**config.mk**
```make
export PLATFORM = sky130hd
export DESIGN_NAME = edr_router
export DESIGN_NICKNAME = d
export VERILOG_FILES = /design/src/verilog/edr_pkg.sv /design/src/verilog/edr_bus_decode.sv /design/src/verilog/edr_route_mux.sv /design/src/verilog/edr_router.sv
export SDC_FILE = /design/constraint.sdc
export NUM_CORES = 1
export LEC_CHECK = 0
export BUFFER_PORTS_ARGS = -buffer_cell sky130_fd_sc_hd__buf_2
export CAP_MARGIN = 20
export CORE_ASPECT_RATIO = 0.6
export CORE_UTILIZATION = 55
export CTS_CLUSTER_DIAMETER = 60
export DETAILED_ROUTE_END_ITERATION = 8
export PLACE_DENSITY_LB_ADDON = 0.25
export SLEW_MARGIN = 10
export SYNTH_ARGS = -nofsm -noshare
export SYNTH_HDL_FRONTEND = slang
export SYNTH_SLANG_ARGS = --single-unit
```
**constraint.sdc**
```tcl
create_clock -name CORE_CLK_IN -period 2.2 [get_ports CORE_CLK_IN]
set_input_delay 0.44 -clock CORE_CLK_IN [delete_from_list [all_inputs] [get_ports CORE_CLK_IN]]
set_output_delay 0.44 -clock CORE_CLK_IN [all_outputs]
set_load 0.05 [all_outputs]
```
**src/verilog/edr_pkg.sv**
```systemverilog
// constants shared by the event destination routing block
// assumes an 8-bit register port with 12-bit byte addresses
`default_nettype none
package edr_pkg;

    // register port shape
    localparam int unsigned ADDR_W = 12;
    localparam int unsigned DATA_W = 8;

    // register offsets as printed
    localparam logic [11:0] IDX_SEL_OFS  = 12'hf9a;
    localparam logic [11:0] IND_DATA_OFS = 12'hf9b;

    // subregister array shape
    localparam int unsigned IDX_W    = 6;
    localparam int unsigned CFG_W    = 4;
    localparam int unsigned NUM_SUB  = 64;
    localparam int unsigned NUM_CHAN = 8;
    localparam int unsigned PICK_W   = 3;

    // field positions inside a destination subregister
    localparam int unsigned CONNECT_BIT = 3;
    localparam int unsigned PICK_LSB    = 0;

    // reset values
    localparam logic [5:0] IDX_SEL_RST = 6'h00;
    localparam logic [3:0] CFG_RST     = 4'h0;
    localparam logic [7:0] RDATA_IDLE  = 8'h00;

    // destinations that leave the block, and their subaddress codes
    localparam int unsigned NUM_DEST = 18;
    localparam int unsigned POS_ADC  = 0;
    localparam int unsigned POS_DAC  = 1;
    localparam int unsigned POS_TMR  = 2;
    localparam int unsigned NUM_TMR  = 6;
    localparam int unsigned POS_MCT  = 8;
    localparam int unsigned NUM_MCT  = 4;
    localparam int unsigned POS_MCTG = 12;
    localparam int unsigned POS_RTC  = 13;
    localparam int unsigned POS_GPIO = 14;
    localparam int unsigned NUM_GPIO = 4;

    // entry n holds the subaddress of destination position n
    localparam logic [17:0][5:0] DEST_CODES = {
        6'h33, 6'h32, 6'h31, 6'h30,
        6'h2c,
        6'h20,
        6'h1f, 6'h1e, 6'h1d, 6'h1c,
        6'h19, 6'h18, 6'h15, 6'h14, 6'h11, 6'h10,
        6'h08,
        6'h04
    };

endpackage : edr_pkg
`default_nettype wire

```
**src/verilog/edr_bus_decode.sv**
```systemverilog
// register port decode for the event destination routing block
// assumes strobes are single-cycle and never both high together
`timescale 1ns/1ps
`default_nettype none
module edr_bus_decode
    import edr_pkg::*;
(
    input  wire logic [11:0] addr_in,
    input  wire logic        wr_in,
    input  wire logic        rd_in,
    output logic             idx_wr_out,
    output logic             idx_rd_out,
    output logic             data_wr_out,
    output logic             data_rd_out
);

    logic hit_idx;
    logic hit_data;

    assign hit_idx     = (addr_in == IDX_SEL_OFS);
    assign hit_data    = (addr_in == IND_DATA_OFS);
    assign idx_wr_out  = wr_in & hit_idx;
    assign idx_rd_out  = rd_in & hit_idx;
    assign data_wr_out = wr_in & hit_data;
    assign data_rd_out = rd_in & hit_data;

endmodule : edr_bus_decode
`default_nettype wire

```
**src/verilog/edr_route_mux.sv**
```systemverilog
// picks one event channel for one destination, or logic zero
// assumes channel levels are synchronous to the core clock
`timescale 1ns/1ps
`default_nettype none
module edr_route_mux
    import edr_pkg::*;
#(
    parameter int unsigned CHANS = NUM_CHAN
)
(
    input  wire logic [3:0]       cfg_in,
    input  wire logic [CHANS-1:0] chan_in,
    output logic                  route_out
);

    logic [2:0] pick;

    assign pick = cfg_in[PICK_LSB +: PICK_W];
    // unconnected destinations see logic zero
    assign route_out = cfg_in[CONNECT_BIT] & chan_in[pick];

endmodule : edr_route_mux
`default_nettype wire

```
**src/verilog/edr_router.sv**
```systemverilog
// What this block does
// six-bit subaddress picks one of 64 subregisters
// codes 04h and 08h feed ADC, DAC
// codes 10h-19h pairs feed timer inputs
// 1Ch-1Fh multi-channel inputs, 20h general input
// code 2Ch feeds real-time clock source
// codes 30h-33h feed event GPIO outputs
// subaddress top bits read zero, write zero
// subdata exposes four bits, upper four zero
// subregister holds connect bit and channel pick
// unconnected destination is held at zero
// three-bit pick selects channel 0 to 7
// subdata access touches only the selected subregister
//
// top of the event destination routing block
// assumes a single-cycle register port and synchronous event channels
//
// Added by the designer: the plain strobed port.
`timescale 1ns/1ps
`default_nettype none
module edr_router
    import edr_pkg::*;
#(
    parameter int unsigned CHANS = NUM_CHAN
)
(
    input  wire logic                CORE_CLK_IN,
    input  wire logic                RESETN_IN,
    input  wire logic [11:0]         REG_ADDR_IN,
    input  wire logic [7:0]          REG_WDATA_IN,
    input  wire logic                REG_WR_IN,
    input  wire logic                REG_RD_IN,
    output logic      [7:0]          REG_RDATA_OUT,
    input  wire logic [CHANS-1:0]    EVENT_CHAN_IN,
    output logic                     DEST_ADC_CONV_OUT,
    output logic                     DEST_DAC_CONV_OUT,
    output logic      [NUM_TMR-1:0]  DEST_TIMER_IN_OUT,
    output logic      [NUM_MCT-1:0]  DEST_MCT_IN_OUT,
    output logic                     DEST_MCT_GEN_OUT,
    output logic                     DEST_RTC_SRC_OUT,
    output logic      [NUM_GPIO-1:0] EVENT_GPIO_OUT
);

    typedef struct packed {
        logic [5:0]          dest_index_select;
        logic [63:0][3:0]    dest_channel_config;
        logic [17:0]         dest;
        logic [7:0]          rdata;
    } edr_state_t;

    edr_state_t st_r;
    edr_state_t st_nxt;

    logic        idx_wr;
    logic        idx_rd;
    logic        data_wr;
    logic        data_rd;
    logic [17:0] route_vec;

    // subregister currently reached through the subdata register
    function automatic logic [3:0] sel_cfg(input logic [63:0][3:0] cfg, input logic [5:0] idx);
        sel_cfg = cfg[idx];
    endfunction : sel_cfg

    // level a destination should carry for a given subregister and channel set
    function automatic logic route_ref(input logic [3:0] cfg, input logic [CHANS-1:0] chan);
        route_ref = cfg[CONNECT_BIT] & chan[cfg[PICK_LSB +: PICK_W]];
    endfunction : route_ref

    edr_bus_decode u_dec
    (
        .addr_in     (REG_ADDR_IN),
        .wr_in       (REG_WR_IN),
        .rd_in       (REG_RD_IN),
        .idx_wr_out  (idx_wr),
        .idx_rd_out  (idx_rd),
        .data_wr_out (data_wr),
        .data_rd_out (data_rd)
    );

    // one channel mux per destination at its fixed subaddress
    genvar g;
    generate
        for (g = 0; g < NUM_DEST; g++)
        begin : g_dest
            edr_route_mux #(
                .CHANS (CHANS)
            ) u_mux
            (
                .cfg_in    (st_r.dest_channel_config[DEST_CODES[g]]),
                .chan_in   (EVENT_CHAN_IN),
                .route_out (route_vec[g])
            );
        end
    endgenerate

    always_comb
    begin
        st_nxt       = st_r;
        st_nxt.rdata = RDATA_IDLE;
        st_nxt.dest  = route_vec;
        if (idx_wr)
        begin
            st_nxt.dest_index_select = REG_WDATA_IN[IDX_W-1:0];
        end
        if (data_wr)
        begin
            st_nxt.dest_channel_config[st_r.dest_index_select] = REG_WDATA_IN[CFG_W-1:0];
        end
        if (idx_rd)
        begin
            st_nxt.rdata = {2'h0, st_r.dest_index_select};
        end
        else if (data_rd)
        begin
            st_nxt.rdata = {4'h0, sel_cfg(st_r.dest_channel_config, st_r.dest_index_select)};
        end
    end

    always_ff @(posedge CORE_CLK_IN or negedge RESETN_IN)
    begin
        if (!RESETN_IN)
        begin
            st_r.dest_index_select   <= IDX_SEL_RST;
            st_r.dest_channel_config <= {NUM_SUB{CFG_RST}};
            st_r.dest                <= '0;
            st_r.rdata               <= RDATA_IDLE;
        end
        else
        begin
            st_r <= st_nxt;
        end
    end

    assign REG_RDATA_OUT     = st_r.rdata;
    assign DEST_ADC_CONV_OUT = st_r.dest[POS_ADC];
    assign DEST_DAC_CONV_OUT = st_r.dest[POS_DAC];
    assign DEST_TIMER_IN_OUT = st_r.dest[POS_TMR +: NUM_TMR];
    assign DEST_MCT_IN_OUT   = st_r.dest[POS_MCT +: NUM_MCT];
    assign DEST_MCT_GEN_OUT  = st_r.dest[POS_MCTG];
    assign DEST_RTC_SRC_OUT  = st_r.dest[POS_RTC];
    assign EVENT_GPIO_OUT    = st_r.dest[POS_GPIO +: NUM_GPIO];

    generate
        for (g = 0; g < NUM_DEST; g++)
        begin : g_chk

        end
    endgenerate
endmodule : edr_router
`default_nettype wire
```
==> results.cfg <==
[clocking]
cts_tree = yes
clk_pin_slew_worst_paths_ns = 0.08
insertion_delay_ns = 0.56
cts_buffer_depth = 3
cts_inserted_buffers = 27
clock-sinks = 286
clock_tree.htree_level_count = 1
ctsRootBufferMaster = clkbuf_16

[power]
p_seq_share_pct = 49.8
p_sw_mw = 2.40
combinationalPowerShare_pct = 4.6
peakVddDrop_uv = 630
power_mw = 10.6
leakage_nw = 8.24
p_per_area_mw_per_mm2 = 620
sw_frac_of_total_pct = 22.7
internal_power_mw = 8.17
clkPwrFrac_pct = 45.6

[timing]
finalCritPeriodShare_pct = 103
worst_pin_slew_ns = 0.729
relSlewSlack_pct = 51.4
skew_ns = 0.0233
slew_violations = 0
finalCriticalPeriod_ns = 2.27
tns_ns = -0.204
setup_violations = 4
fmax_mhz = 440
final-hold-violation-count = 0
rsz0062_at_grt = true
fin_ws_ns = -0.0742

[logic_synthesis]
synthArstFlopShare_pct = 100
avgSynthCellArea_um2 = 13.1
yosysTopAreaCellShare_pct = 50.3
synth-edff-count = 0
synth_compound_area_share_pct = 8.16
synthSimpleGateAreaFrac_pct = 6.75
yosys.area_share.adder_pct = 0
netlist_top_cells_area = dfrtp_1, mux2_2, mux4_2
synth.area.mux_share_pct = 31.1
synth_warnings = 0
synth_cell_types = 54
synth-seq-cells = 286
netlist_area_mm2 = 0.0142
synth_top_family_by_area = multiplexers
synth-xor-area-share_pct = 0
synthCells = 1090
synth.yosys.seq_area_share_pct = 50.3
yosysTopAreaCell = dfrtp_1
synth_ff_type = dfrtp_1

[grt]
antenna_found_initial = 1
grt_pass1_wl_mm = 67.0
grt_overflow_total = 0
track_usage_pct = 34.4
grt_pass1_vias = 10400
grt_max_degree = 88

[placed_design]
placed_area_mm2 = 0.0159
dpl_worst_slack_ns = -0.241
portBuffers = 53
place.gp.congestion = 1.00
dp_hpwl_mm = 30.9

[cells_and_area]
fin_nets = 1277
seq_area_mm2 = 0.00716
fillers = 1883
area_growth_pct = 19.7
drive_gt1_share_pct = 49.4
multi_input_comb_area_mm2 = 0.00672
finish.utilization_pct = 67.2
fin_area_mm2 = 0.0170
antenna_cells = 0

[routing]
drc = 0
totalWireLength_mm = 44.5
post_drt_wl_per_cell_um = 27.9
firstDrtPassIters = 6
ant_nets = 0
routed_via_density = 6.63
vias = 10600
drt_iter0_drc = 1026

[flow_run]
cap_violations = 0

[critical_path]
critPathLaunch = st_r[282]$_DFFE_PN0P_
start_kind = register
crit_chain = clkbuf_4 > nor2b_2 > buf_12 > a22oi_1 > a32o_1 > a22o_1 > nor4b_2 > a311oi_1
slowest_stage = dfrtp_2
path_class = register to register
timing.rr.start = st_r[282]$_DFFE_PN0P_
slowest_delay_ns = 0.42
critPathMaxFanout = 17
worstPathArrival_ns = 2.68
cp.required_ns = 2.60
worstSetupEndpointType = register

[run_status]
status = finished with violations
violations = negative setup slack

[die]
die_w_um = 210
io_pins = 58
core_area_mm2 = 0.0253
die_area_mm2 = 0.0265
num_rows = 45
chipHeight_um = 127
start_util_pct = 56.2

[worst_hold_path]
worstHoldStart = REG_WDATA_IN[5]
hold_path.class = input pin to register
-- routing by layer --
metal / up-vias / global-route usage (%) / share of wire [%]
li1: 4388 / - / -
met1: 5490 / 51.7 / 44
met2: 606 / 49.5 / 42
met3: 69 / 10.2 / 12
met4: 2 / 6.78 / 1.9
met5: - / 0 / 0.029
-- power by group through the flow --
stage	Combinational, mW	Sequential [mW]	Clock [mW]
floorplan	0.176	5.36	0
global placement	0.471	5.36	0
detailed placement	0.477	5.36	0
CTS	0.482	5.26	4.88
global route	0.519	5.26	5.11
finish	0.487	5.26	4.82
-- worst paths after layout --
| check | cells past startpoint | endpoint | slack [ns] |
|---|---|---|---|
| worst max-delay path | 8 | REG_RDATA_OUT[3]$_DFF_PN0_ | -0.07 |
| worst min-delay path | 3 | st_r[287]$_DFFE_PN0P_ | 0.10 |
| max in group asynchronous | 4 | st_r[211]$_DFFE_PN0P_ | 1.10 |
| worst min register to register | 1 | st_r[63]$_DFFE_PN0P_ | 0.50 |
| min in group asynchronous | 2 | DEST_TIMER_IN_OUT[0]$_DFF_PN0_ | 0.32 |
| worst max register to register | 8 | REG_RDATA_OUT[3]$_DFF_PN0_ | -0.07 |
-- synthesized netlist by cell type, drive strengths merged (6+ instances only) --
cell type	number
nor2b	24
o22ai	12
a221oi	29
o21ai	17
a21oi	9
nand3	9
nand2	79
o221ai	7
buf	43
nor3	16
a22oi	49
dfrtp	286
nor2	23
a32oi	6
clkbuf	64
mux4	44
mux2	271
mux2i	38
-- registers in the layout, summed over array words and instances, names as in the netlist --
signal,flops
st_r,262
DEST_TIMER_IN_OUT,6
REG_RDATA_OUT,6
DEST_MCT_IN_OUT,4
EVENT_GPIO_OUT,4
DEST_ADC_CONV_OUT,1
DEST_DAC_CONV_OUT,1
DEST_MCT_GEN_OUT,1
DEST_RTC_SRC_OUT,1
-- metrics by stage --
| step | hold WS (ns) | instances |
|---|---|---|
| floorplan | 0.144 | 1091 |
| global placement | 0.296 | 1537 |
| detailed placement | 0.295 | 1537 |
| CTS | 0.0907 | 1588 |
| global route | 0.110 | 1593 |
| finish | 0.104 | 1593 |
-- cells in the final DEF, fill, tap and decap left out, types with 5 or more instances in the layout --
cell and count:
buf_6 6, nand2_1 77, a22o_1 5, a221oi_2 10
clkbuf_16 27, o21ai_0 15, a32oi_1 6, buf_4 155
nor3_1 11, o221ai_1 6, mux2_1 12, nor2b_1 20
mux2_2 259, nor2_1 22, a22oi_1 42, dfrtp_1 283
mux2i_1 35, mux4_2 44, a221oi_1 19, buf_12 14
nand3_1 9, nand2b_1 5, clkinv_2 8, a22oi_2 7
a21oi_1 8, buf_2 52, clkbuf_8 5, o22ai_1 12
-- kinds of logic (layout without fill, tap and decap cells) --
group                  count (synthesis)  in the layout
multiplexers                         353            353
flip-flops                           286            286
AND/OR/NAND/NOR                      184            184
AO/OA/AOI/OAI                        156            156
buffers and inverters                110            283
other                                  1              2
-- cell type report --
cell class / count / share of cell area [%]
Clock buffer: 36 / 4.46
Clock inverter: 12 / 0.815
Inverter: 3 / 0.0661
Multi-Input combinational cell: 695 / 39.5
Sequential cell: 286 / 42.0
Tap cell: 329 / 2.42
Timing Repair Buffer: 232 / 10.8
-- worst max-delay path, delay by kind of cell, from the launching register on --
kind | cells | cell delay (ns)
AO/OA/AOI/OAI | 4 | 0.82
buffers and inverters | 2 | 0.37
flip-flops | 1 | 0.42
AND/OR/NAND/NOR | 2 | 0.50
-- repair_timing --
item                       4_1_cts  5_1_grt
pin swaps                        0        5
hold endpoints to repair        29        0
hold buffers                     1        0
buffers inserted                 2        5
setup endpoints to repair       32       16
gates resized for setup         21       29
Power figures use the tool's default switching activity.
